--- src/fidc_pkg.sv ---
// Constants, types and carriers for the flash instruction host
package fidc_pkg;
  localparam int          ADDR_W             = 16;
  localparam int          DATA_W             = 8;
  localparam int          SEL_W              = 12;
  localparam int          PRI_W              = 8;
  localparam int          WIN_W              = 10;
  localparam logic [15:0] UNLOCK1_ADDR       = 16'h0555;
  localparam logic [15:0] UNLOCK2_ADDR       = 16'h0AAA;
  localparam logic [15:0] CMD_ADDR           = 16'h0555;
  localparam logic [15:0] EVEN_ADDR          = 16'h0000;
  localparam logic [7:0]  UNLOCK1_DATA       = 8'hAA;
  localparam logic [7:0]  UNLOCK2_DATA       = 8'h55;
  localparam logic [7:0]  OP_AUTOSELECT      = 8'h90;
  localparam logic [7:0]  OP_PROGRAM         = 8'hA0;
  localparam logic [7:0]  OP_ERASE_SETUP     = 8'h80;
  localparam logic [7:0]  OP_CHIP_CONFIRM    = 8'h10;
  localparam logic [7:0]  OP_SECTOR_CONFIRM  = 8'h30;
  localparam logic [7:0]  OP_SUSPEND         = 8'hB0;
  localparam logic [7:0]  OP_RESUME          = 8'h30;
  localparam logic [7:0]  OP_RESET           = 8'hF0;
  localparam logic [7:0]  OP_BYPASS          = 8'h20;
  localparam logic [7:0]  OP_BYPASS_EXIT1    = 8'h90;
  localparam logic [7:0]  OP_BYPASS_EXIT2    = 8'h00;
  localparam logic [1:0]  ID_LOW_BITS        = 2'h1;
  localparam logic [1:0]  PROT_LOW_BITS      = 2'h2;
  localparam int          MODE_ADDR_BIT      = 6;
  localparam int          ERR_BIT            = 5;
  localparam int          POLL_BIT           = 7;
  localparam int          CLK_MHZ            = 10;
  localparam int          ERASE_WINDOW_US    = 80;
  localparam logic [9:0]  ERASE_WINDOW_CYCLES = 10'(ERASE_WINDOW_US * CLK_MHZ);
  localparam logic [2:0]  SETUP_CYCLES       = 3'h1;
  localparam logic [2:0]  STROBE_CYCLES      = 3'h4;
  localparam logic [2:0]  HOLD_CYCLES        = 3'h1;
  localparam logic [11:0] SEL_RESET          = 12'h000;

  typedef enum logic [3:0] {
    CMD_READ, CMD_ID_READ, CMD_PROT_READ, CMD_PROGRAM, CMD_BYP_PROGRAM,
    CMD_CHIP_ERASE, CMD_SECTOR_ERASE, CMD_SECTOR_APPEND, CMD_SUSPEND,
    CMD_RESUME, CMD_RESET, CMD_BYPASS_ENTER, CMD_BYPASS_RESET
  } fidc_cmd_t;

  typedef enum logic [1:0] {ST_IDLE, ST_ISSUE, ST_WAIT} fidc_state_t;
  typedef enum logic [1:0] {CY_IDLE, CY_SETUP, CY_STROBE, CY_HOLD} fidc_cyc_state_t;

  typedef struct packed {
    fidc_cmd_t   cmd;
    logic [15:0] addr;
    logic [7:0]  data;
    logic [11:0] sel;
  } fidc_req_t;

  typedef struct packed {
    logic        isRead;
    logic        last;
    logic        dcAddr;
    logic [15:0] addr;
    logic [7:0]  data;
  } fidc_step_t;

  typedef struct packed {
    logic [15:0] addr;
    logic [7:0]  dataOut;
    logic        dataOe;
    logic        controlPinZeroN;
    logic        readStrobeN;
  } fidc_pins_t;

  typedef struct packed {
    logic       refused;
    logic [7:0] data;
  } fidc_resp_t;

  typedef struct packed {
    logic needReset;
    logic bypass;
    logic erasing;
    logic suspended;
  } fidc_mode_t;

  localparam fidc_pins_t PINS_RESET = '{16'h0000, 8'h00, 1'b0, 1'b1, 1'b1};
  localparam fidc_mode_t MODE_RESET = '{1'b0, 1'b0, 1'b0, 1'b0};
endpackage

--- src/fidc_bus_cycle.sv ---
// One timed write or read cycle on the flash bus pins
`timescale 1ns/100ps
module fidc_bus_cycle
  import fidc_pkg::*;
(
  input  wire logic                 clk,
  input  wire logic                 reset,
  input  wire logic                 startValid,
  output logic                      startReady,
  input  wire fidc_pkg::fidc_step_t step,
  input  wire logic [7:0]           busDataIn,
  output logic                      doneValid,
  output logic [7:0]                rdData,
  output fidc_pkg::fidc_pins_t      busPins
);
  fidc_cyc_state_t state_reg, state_next;
  logic [2:0]      cnt_reg, cnt_next;
  fidc_pins_t      pins_reg, pins_next;
  logic            isRead_reg, isRead_next;
  logic [7:0]      sync1_reg, sync2_reg;
  logic [7:0]      rdData_reg, rdData_next;
  logic            cntDone;

  assign cntDone    = cnt_reg == 3'h0;
  assign startReady = state_reg == CY_IDLE;
  assign doneValid  = state_reg == CY_HOLD && cntDone;
  assign rdData     = rdData_reg;
  assign busPins    = pins_reg;

  always_comb
  begin
    state_next  = state_reg;
    cnt_next    = cntDone ? cnt_reg : cnt_reg - 3'h1;
    pins_next   = pins_reg;
    isRead_next = isRead_reg;
    rdData_next = rdData_reg;
    unique case (state_reg)
      CY_IDLE:
        if (startValid)
        begin
          pins_next   = '{step.addr, step.data, !step.isRead, 1'b1, 1'b1};
          isRead_next = step.isRead;
          cnt_next    = SETUP_CYCLES - 3'h1;
          state_next  = CY_SETUP;
        end
      CY_SETUP:
        if (cntDone)
        begin
          pins_next.controlPinZeroN = isRead_reg;
          pins_next.readStrobeN     = !isRead_reg;
          cnt_next                  = STROBE_CYCLES - 3'h1;
          state_next                = CY_STROBE;
        end
      CY_STROBE:
        if (cntDone)
        begin
          pins_next.controlPinZeroN = 1'b1;
          pins_next.readStrobeN     = 1'b1;
          if (isRead_reg)
            rdData_next = sync2_reg;
          cnt_next   = HOLD_CYCLES - 3'h1;
          state_next = CY_HOLD;
        end
      CY_HOLD:
        if (cntDone)
        begin
          pins_next.dataOe = 1'b0;
          state_next       = CY_IDLE;
        end
    endcase
  end

  always_ff @(posedge clk or posedge reset)
  begin
    if (reset)
    begin
      state_reg  <= CY_IDLE;
      cnt_reg    <= 3'h0;
      pins_reg   <= PINS_RESET;
      isRead_reg <= 1'b0;
      sync1_reg  <= 8'h00;
      sync2_reg  <= 8'h00;
      rdData_reg <= 8'h00;
    end
    else
    begin
      state_reg  <= state_next;
      cnt_reg    <= cnt_next;
      pins_reg   <= pins_next;
      isRead_reg <= isRead_next;
      sync1_reg  <= busDataIn;
      sync2_reg  <= sync1_reg;
      rdData_reg <= rdData_next;
    end
  end
endmodule

--- src/fidc_host.sv ---
// Host sequencer that issues flash instructions over the parallel bus pins
// Summary of operation
// - All instruction cycles are writes except the marked read cycles.
// - Don't-care instruction addresses are driven as even addresses.
// - Addressed sector select is held high during erase or verify cycles.
// - After identifier, protection read or error, reset is needed first.
// - Extra erase sectors must follow within 80 us of the last.
// - Bypass program is only legal after unlock bypass.
// - Bypass mode lasts until bypass reset; only then ordinary reads.
// - Caller must not run code from the array being instructed.
// - Prefixed instructions start with AAh at X555h then 55h at XAAAh.
// - Identifier read cycle drives A6,A1,A0 as 0,0,1 with primary select.
`timescale 1ns/100ps
module fidc_host
  import fidc_pkg::*;
(
  input  wire logic                clk,
  input  wire logic                reset,
  input  wire logic                cmdValid,
  output logic                     cmdReady,
  input  wire fidc_pkg::fidc_req_t cmdReq,
  output logic                     respValid,
  output fidc_pkg::fidc_resp_t     resp,
  output fidc_pkg::fidc_mode_t     modeStatus,
  output fidc_pkg::fidc_pins_t     busPins,
  input  wire logic [7:0]          busDataIn,
  output logic [7:0]               primarySectorSelects,
  output logic [3:0]               secondarySectorSelects
);
  fidc_state_t state_reg, state_next;
  fidc_req_t   req_reg, req_next;
  logic [2:0]  idx_reg, idx_next;
  fidc_mode_t  mode_reg, mode_next;
  logic [9:0]  window_reg, window_next;
  logic [11:0] sel_reg, sel_next;
  logic        respValid_reg, respValid_next;
  fidc_resp_t  resp_reg, resp_next;
  fidc_step_t  curStep;
  logic        cycReady, cycDone, cmdOk, accept, finish, errSeen, pollDone, rstErr;
  logic [7:0]  cycData;

  function automatic fidc_step_t mk(input logic rd, input logic lst, input logic dc,
                                    input logic [15:0] a, input logic [7:0] d);
    mk = '{rd, lst, dc, a, d};
  endfunction

  function automatic logic isCmd(input fidc_req_t r, input fidc_cmd_t c);
    isCmd = r.cmd == c;
  endfunction

  function automatic fidc_step_t stepOf(input fidc_req_t r, input logic [2:0] i);
    logic [15:0] idAddr;
    logic [15:0] protAddr;
    logic        uTwo;
    idAddr   = {r.addr[15:7], 1'b0, r.addr[5:2], ID_LOW_BITS};
    protAddr = {r.addr[15:7], 1'b0, r.addr[5:2], PROT_LOW_BITS};
    uTwo     = i == 3'h1 || i == 3'h4;
    // Unlock pair ahead of each prefixed command
    stepOf   = uTwo ? mk(1'b0, 1'b0, 1'b0, UNLOCK2_ADDR, UNLOCK2_DATA)
                    : mk(1'b0, 1'b0, 1'b0, UNLOCK1_ADDR, UNLOCK1_DATA);
    unique case (r.cmd)
      CMD_READ:
        stepOf = mk(1'b1, 1'b1, 1'b0, r.addr, 8'h00);
      CMD_ID_READ:
        if (i == 3'h2)
          stepOf = mk(1'b0, 1'b0, 1'b0, CMD_ADDR, OP_AUTOSELECT);
        else if (i == 3'h3)
          stepOf = mk(1'b1, 1'b1, 1'b0, idAddr, 8'h00);
      CMD_PROT_READ:
        if (i == 3'h2)
          stepOf = mk(1'b0, 1'b0, 1'b0, CMD_ADDR, OP_AUTOSELECT);
        else if (i == 3'h3)
          stepOf = mk(1'b1, 1'b1, 1'b0, protAddr, 8'h00);
      CMD_PROGRAM:
        if (i == 3'h2)
          stepOf = mk(1'b0, 1'b0, 1'b0, CMD_ADDR, OP_PROGRAM);
        else if (i == 3'h3)
          stepOf = mk(1'b0, 1'b1, 1'b0, r.addr, r.data);
      CMD_BYP_PROGRAM:
        stepOf = i == 3'h0 ? mk(1'b0, 1'b0, 1'b1, EVEN_ADDR, OP_PROGRAM)
                           : mk(1'b0, 1'b1, 1'b0, r.addr, r.data);
      CMD_CHIP_ERASE, CMD_SECTOR_ERASE:
        if (i == 3'h2)
          stepOf = mk(1'b0, 1'b0, 1'b0, CMD_ADDR, OP_ERASE_SETUP);
        else if (i == 3'h5)
          stepOf = isCmd(r, CMD_CHIP_ERASE)
                 ? mk(1'b0, 1'b1, 1'b0, CMD_ADDR, OP_CHIP_CONFIRM)
                 : mk(1'b0, 1'b1, 1'b0, r.addr, OP_SECTOR_CONFIRM);
      CMD_SECTOR_APPEND:
        stepOf = mk(1'b0, 1'b1, 1'b0, r.addr, OP_SECTOR_CONFIRM);
      CMD_SUSPEND:
        stepOf = mk(1'b0, 1'b1, 1'b1, EVEN_ADDR, OP_SUSPEND);
      CMD_RESUME:
        stepOf = mk(1'b0, 1'b1, 1'b1, EVEN_ADDR, OP_RESUME);
      CMD_RESET:
        stepOf = mk(1'b0, 1'b1, 1'b1, EVEN_ADDR, OP_RESET);
      CMD_BYPASS_ENTER:
        if (i == 3'h2)
          stepOf = mk(1'b0, 1'b1, 1'b0, CMD_ADDR, OP_BYPASS);
      CMD_BYPASS_RESET:
        stepOf = i == 3'h0 ? mk(1'b0, 1'b0, 1'b1, EVEN_ADDR, OP_BYPASS_EXIT1)
                           : mk(1'b0, 1'b1, 1'b1, EVEN_ADDR, OP_BYPASS_EXIT2);
      default:
        stepOf = mk(1'b0, 1'b1, 1'b1, EVEN_ADDR, OP_RESET);
    endcase
  endfunction

  function automatic logic cmdAllowed(input fidc_req_t r, input fidc_mode_t m,
                                      input logic winOpen);
    logic any;
    any        = |r.sel;
    cmdAllowed = 1'b0;
    unique case (r.cmd)
      CMD_READ:
        cmdAllowed = any && !m.needReset && !m.bypass;
      CMD_ID_READ:
        cmdAllowed = (|r.sel[PRI_W-1:0]) && !m.bypass;
      CMD_PROT_READ, CMD_PROGRAM:
        cmdAllowed = any && !m.bypass;
      CMD_BYP_PROGRAM:
        cmdAllowed = any && m.bypass;
      CMD_CHIP_ERASE, CMD_SECTOR_ERASE, CMD_BYPASS_ENTER:
        cmdAllowed = any && !m.bypass && !m.erasing;
      CMD_SECTOR_APPEND:
        cmdAllowed = any && winOpen && m.erasing && !m.suspended;
      CMD_SUSPEND:
        cmdAllowed = any && m.erasing && !m.suspended;
      CMD_RESUME:
        cmdAllowed = any && m.suspended;
      CMD_RESET:
        cmdAllowed = any && !m.bypass;
      CMD_BYPASS_RESET:
        cmdAllowed = any && m.bypass;
      default:
        cmdAllowed = 1'b0;
    endcase
  endfunction

  fidc_bus_cycle u_cycle (
    .clk        (clk),
    .reset      (reset),
    .startValid (state_reg == ST_ISSUE),
    .startReady (cycReady),
    .step       (curStep),
    .busDataIn  (busDataIn),
    .doneValid  (cycDone),
    .rdData     (cycData),
    .busPins    (busPins)
  );

  assign curStep  = stepOf(req_reg, idx_reg);
  assign cmdReady = state_reg == ST_IDLE;
  assign cmdOk    = cmdAllowed(cmdReq, mode_reg, window_reg != 10'h000);
  assign accept   = cmdValid && cmdReady && cmdOk;
  assign finish   = state_reg == ST_WAIT && cycDone && curStep.last;
  assign errSeen  = finish && isCmd(req_reg, CMD_READ) && mode_reg.erasing
                    && !mode_reg.suspended && cycData[ERR_BIT];
  assign pollDone = finish && isCmd(req_reg, CMD_READ) && mode_reg.erasing
                    && !mode_reg.suspended && cycData[POLL_BIT];
  assign rstErr   = finish && isCmd(req_reg, CMD_RESET) && mode_reg.needReset;

  assign state_next = accept ? ST_ISSUE
                    : state_reg == ST_ISSUE && cycReady ? ST_WAIT
                    : state_reg == ST_WAIT && cycDone ? (curStep.last ? ST_IDLE : ST_ISSUE)
                    : state_reg;
  assign req_next   = accept ? cmdReq : req_reg;
  assign idx_next   = accept ? 3'h0
                    : state_reg == ST_WAIT && cycDone && !curStep.last ? idx_reg + 3'h1
                    : idx_reg;
  assign sel_next   = accept ? cmdReq.sel : finish ? SEL_RESET : sel_reg;
  assign mode_next  = '{
    (finish && (isCmd(req_reg, CMD_ID_READ) || isCmd(req_reg, CMD_PROT_READ)))
      || errSeen || (mode_reg.needReset && !(finish && isCmd(req_reg, CMD_RESET))),
    (finish && isCmd(req_reg, CMD_BYPASS_ENTER))
      || (mode_reg.bypass && !(finish && isCmd(req_reg, CMD_BYPASS_RESET))),
    (finish && isCmd(req_reg, CMD_SECTOR_ERASE))
      || (mode_reg.erasing && !pollDone && !rstErr),
    (finish && isCmd(req_reg, CMD_SUSPEND))
      || (mode_reg.suspended && !(finish && isCmd(req_reg, CMD_RESUME)) && !rstErr)};
  assign window_next = finish && (isCmd(req_reg, CMD_SECTOR_ERASE)
                       || isCmd(req_reg, CMD_SECTOR_APPEND)) ? ERASE_WINDOW_CYCLES
                     : window_reg != 10'h000 ? window_reg - 10'h001 : 10'h000;
  assign respValid_next = finish || (cmdValid && cmdReady && !cmdOk);
  assign resp_next      = finish ? fidc_resp_t'{1'b0, cycData} : fidc_resp_t'{1'b1, 8'h00};

  assign respValid              = respValid_reg;
  assign resp                   = resp_reg;
  assign modeStatus             = mode_reg;
  assign primarySectorSelects   = sel_reg[PRI_W-1:0];
  assign secondarySectorSelects = sel_reg[SEL_W-1:PRI_W];

  always_ff @(posedge clk or posedge reset)
  begin
    if (reset)
    begin
      state_reg     <= ST_IDLE;
      req_reg       <= '0;
      idx_reg       <= 3'h0;
      mode_reg      <= MODE_RESET;
      window_reg    <= 10'h000;
      sel_reg       <= SEL_RESET;
      respValid_reg <= 1'b0;
      resp_reg      <= '0;
    end
    else
    begin
      state_reg     <= state_next;
      req_reg       <= req_next;
      idx_reg       <= idx_next;
      mode_reg      <= mode_next;
      window_reg    <= window_next;
      sel_reg       <= sel_next;
      respValid_reg <= respValid_next;
      resp_reg      <= resp_next;
    end
  end
endmodule

--- config.mk ---
export PLATFORM = sky130hd
export DESIGN_NAME = fidc_host
export DESIGN_NICKNAME = d
export VERILOG_FILES = /design/src/fidc_pkg.sv /design/src/fidc_bus_cycle.sv /design/src/fidc_host.sv
export SDC_FILE = /design/constraint.sdc
export NUM_CORES = 1
export LEC_CHECK = 0
export BUFFER_PORTS_ARGS = -buffer_cell sky130_fd_sc_hd__buf_4
export CORE_MARGIN = 5
export CORE_UTILIZATION = 50
export DETAILED_ROUTE_END_ITERATION = 7
export GPL_ROUTABILITY_DRIVEN = 0
export GPL_TIMING_DRIVEN = 0
export HOLD_SLACK_MARGIN = 0.06
export PLACE_DENSITY = 0.79
export SLEW_MARGIN = 40
export SYNTH_ARGS = -nofsm -noshare
export SYNTH_HDL_FRONTEND = slang
export SYNTH_SLANG_ARGS = --single-unit
--- constraint.sdc ---
create_clock -name clk -period 3.35 [get_ports clk]
set_input_delay 0.335 -clock clk [delete_from_list [all_inputs] [get_ports clk]]
set_output_delay 0.335 -clock clk [all_outputs]
set_load 0.005 [all_outputs]
==> results.yml <==
worst_hold_path:
  hold_end: "req_reg[31]"
  min_from: "cmdReq[31]"
  hp-class: "primary input to register"
  hold_depth: 2
drt:
  remaining_drc_errors: 0
  via_per_inst: 5.85
  wl_per_cell_um: 17.9
  drt_iter0_markers: 643
  route.antenna.remaining_nets: 0
  dr.pass1.iters: 7
  vias: 5146
  totalWireLength_mm: 15.8
pwr:
  p_int_mw: 4.46
  sw_frac_of_total_pct: 37.8
  leakagePower_nw: 3.73
  switchingPower_mw: 2.71
  p_seq_share_pct: 35.1
  power.share.combinational_pct: 39.6
  clockPowerShare_pct: 25.3
  vdd.ir_drop.worst_v: 0.000591
  power.density_nw_per_um2: 913
global_route:
  grt_pass1_wl_mm: 26.5
  grt_max_degree: 25
  grt-ovfl-total: 0
  grt_use_total_pct: 22.9
  grt_pass1_vias: 5353
  antenna_found_initial: 0
clock_tree:
  cts_buffer_depth: 2
  h-tree-depth: 4
  insertion_delay_ps: 410
  clkSlewWorstSetupHoldPaths_ps: 60
  cts_root_buf: "clkbuf_16"
  numCtsBuffers: 17
  cts.sinks: 126
  cts_tree: "built"
die:
  dieArea_um2: 14400
  initial_core_util_pct: 50.6
  die_w_um: 120
  core_um2: 12000
  pin_count: 105
  rows: 40
  die_h_um: 120
sta:
  fmax_ghz: 0.371
  finalMaxSlewViolations: 0
  min_period_over_period_pct: 80.5
  hold_violations: 0
  rsz0062_at_grt: "false"
  setup_slack_ps: 652
  skew_ps: 8.59
  period_minus_slack_ps: 2700
  finalSetupViolations: 0
  tns_ps: 0
  holdWs_ps: 136
  slew_headroom_pct: 51.8
  worst_pin_slew_ps: 705
logic_synthesis:
  synthTopCellsByCount: "dfrtp_1 (124), nand2_1 (67), nor2_1 (42), o21ai_0 (35), a21oi_1 (31)"
  syn-cell-area_um2: 6050
  avgSynthCellArea_um2: 10.4
  ys_seq_area_share_pct: 52.1
  syn_nets: 650
  yosys_register_bits: 126
  synth_edf_count: 0
  yosysTopAreaCell: "dfrtp_1"
  synthDistinctLibCells: 66
  yosys_warnings: 0
  synthFlopType: "dfrtp_1"
  yosys-top-cells-area: "dfrtp_1 (51%), mux2_1 (4.5%), nand2_1 (4.2%)"
  synth_cells: 584
  async_flop_share_pct: 100
  synth.top_cell.area_share_pct: 51.3
  synth.most_common_cell: "dfrtp_1"
critical_path:
  crit_fanout: 10
  r2r-end: "modeStatus[3]"
  arrival_ps: 2980
  crit_type: "register to register"
  worstPathRequired_ps: 3630
  critPathLaunchType: "register"
  rrSetupSlack_ps: 650
  r2r_cells: 11
  worstSetupEndpointType: "register"
  timing.rr.start: "idx_reg[2]"
run_status:
  status: "completed"
finish:
  post_route_cells_drive_above_1_share_pct: 24.3
  design_area_um2: 7840
  antenna_cells: 0
  largest_reg_flops: 28
  area_growth_pct: 29.6
  fin_cells: 879
  nets: 785
placement:
  dpl.hpwl_mm: 11.4
  dp_cells: 838
  numPortBuffers: 101
  pre_cts_ws_ps: 731
  place_area_um2: 7170
flow_run:
  maxCapViolCount: 0
[layout by cell type, fill, tap and decap left out, drive strengths merged, types with 4 or more instances in the layout]
cell,n
clkinv,5
o31ai,6
inv,31
nor2b,7
buf,122
clkbuf,34
a21o,7
nand2b,8
and2,6
ha,15
or3,4
dlygate4sd3,9
mux2i,13
a21oi,31
nand2,68
nor4,8
dfrtp,124
o22ai,4
nand3,11
a31oi,7
xnor2,4
mux2,37
or2,4
nor2,42
a22o,6
a22oi,9
and3,8
clkinvlp,4
o21ai,36
nor3,12
[cell type report]
type	count	area (µm²)
Sequential cell	126	3160
Inverter	30	116
Timing Repair Buffer	116	1010
Buffer	29	191
Multi-Input combinational cell	399	2600
Fill cell	927	4120
Tap cell	147	184
Clock inverter	12	136
Clock buffer	20	447
[what timing repair did]
item | CTS | global route
buffers inserted | 0 | 0
hold buffers | 9 | 0
hold endpoints to repair | 15 | 0
gates resized for setup | 0 | 0
[worst max-delay path, cell delays in order, from the launching register on]
cell and delay, ps:
dfrtp_1 440, inv_1 200, ha_1 170, buf_2 210
inv_1 130, a21o_1 210, o32ai_1 190, buf_2 300
nand2_2 110, buf_2 230, o31ai_1 270, o41ai_1 110
[layer usage]
layer	global-route usage (%)	share of wire, %	vias to the layer above
li1	-	-	2329
met1	29.0	41	2500
met2	37.8	48	259
met3	5.80	7.9	58
met4	8.95	3.2	0
met5	0	0	-
[power groups by stage]
stage                     clock network [mW]  logic [mW]  registers [mW]
after floorplan                            0        1.77            2.43
after global placement                     0        2.60            2.48
after detailed placement                   0        2.74            2.52
after CTS                               1.83        2.79            2.51
after global routing                    1.90        3.12            2.59
final                                   1.81        2.83            2.52
[logic make-up (layout without fill, tap and decap cells)]
logic type / Yosys count / in the layout / synth area share [%]
simple gates: 196 / 196 / 15.9
compound gates: 130 / 130 / 13.6
flops: 126 / 126 / 52.1
buf+inv: 59 / 207 / 5.02
mux: 50 / 50 / 9.03
fa+ha+maj: 16 / 16 / 3.27
xor+xnor: 7 / 7 / 1.01
[per-stage QoR]
step / util, % / power (mW)
6_report: 65.6 / 7.16
5_1_grt: 65.6 / 7.61
4_1_cts: 65.6 / 7.13
3_5_place_dp: 59.9 / 5.27
3_3_place_gp: 58.5 / 5.08
2_1_floorplan: - / 4.20
[worst max path at each step]
stage | start | end | slack (ps) | depth (start not counted)
2_1_floorplan | cmdReq[36] | req_reg[13] | 1200 | 9
3_3_place_gp | u_cycle.cnt_reg[0] | modeStatus[3] | 680 | 9
3_5_place_dp | idx_reg[2] | modeStatus[3] | 730 | 11
4_1_cts | idx_reg[2] | modeStatus[3] | 700 | 11
5_1_grt | idx_reg[2] | modeStatus[3] | 450 | 11
6_report | idx_reg[2] | modeStatus[3] | 650 | 11
Power figures use the tool's default switching activity.
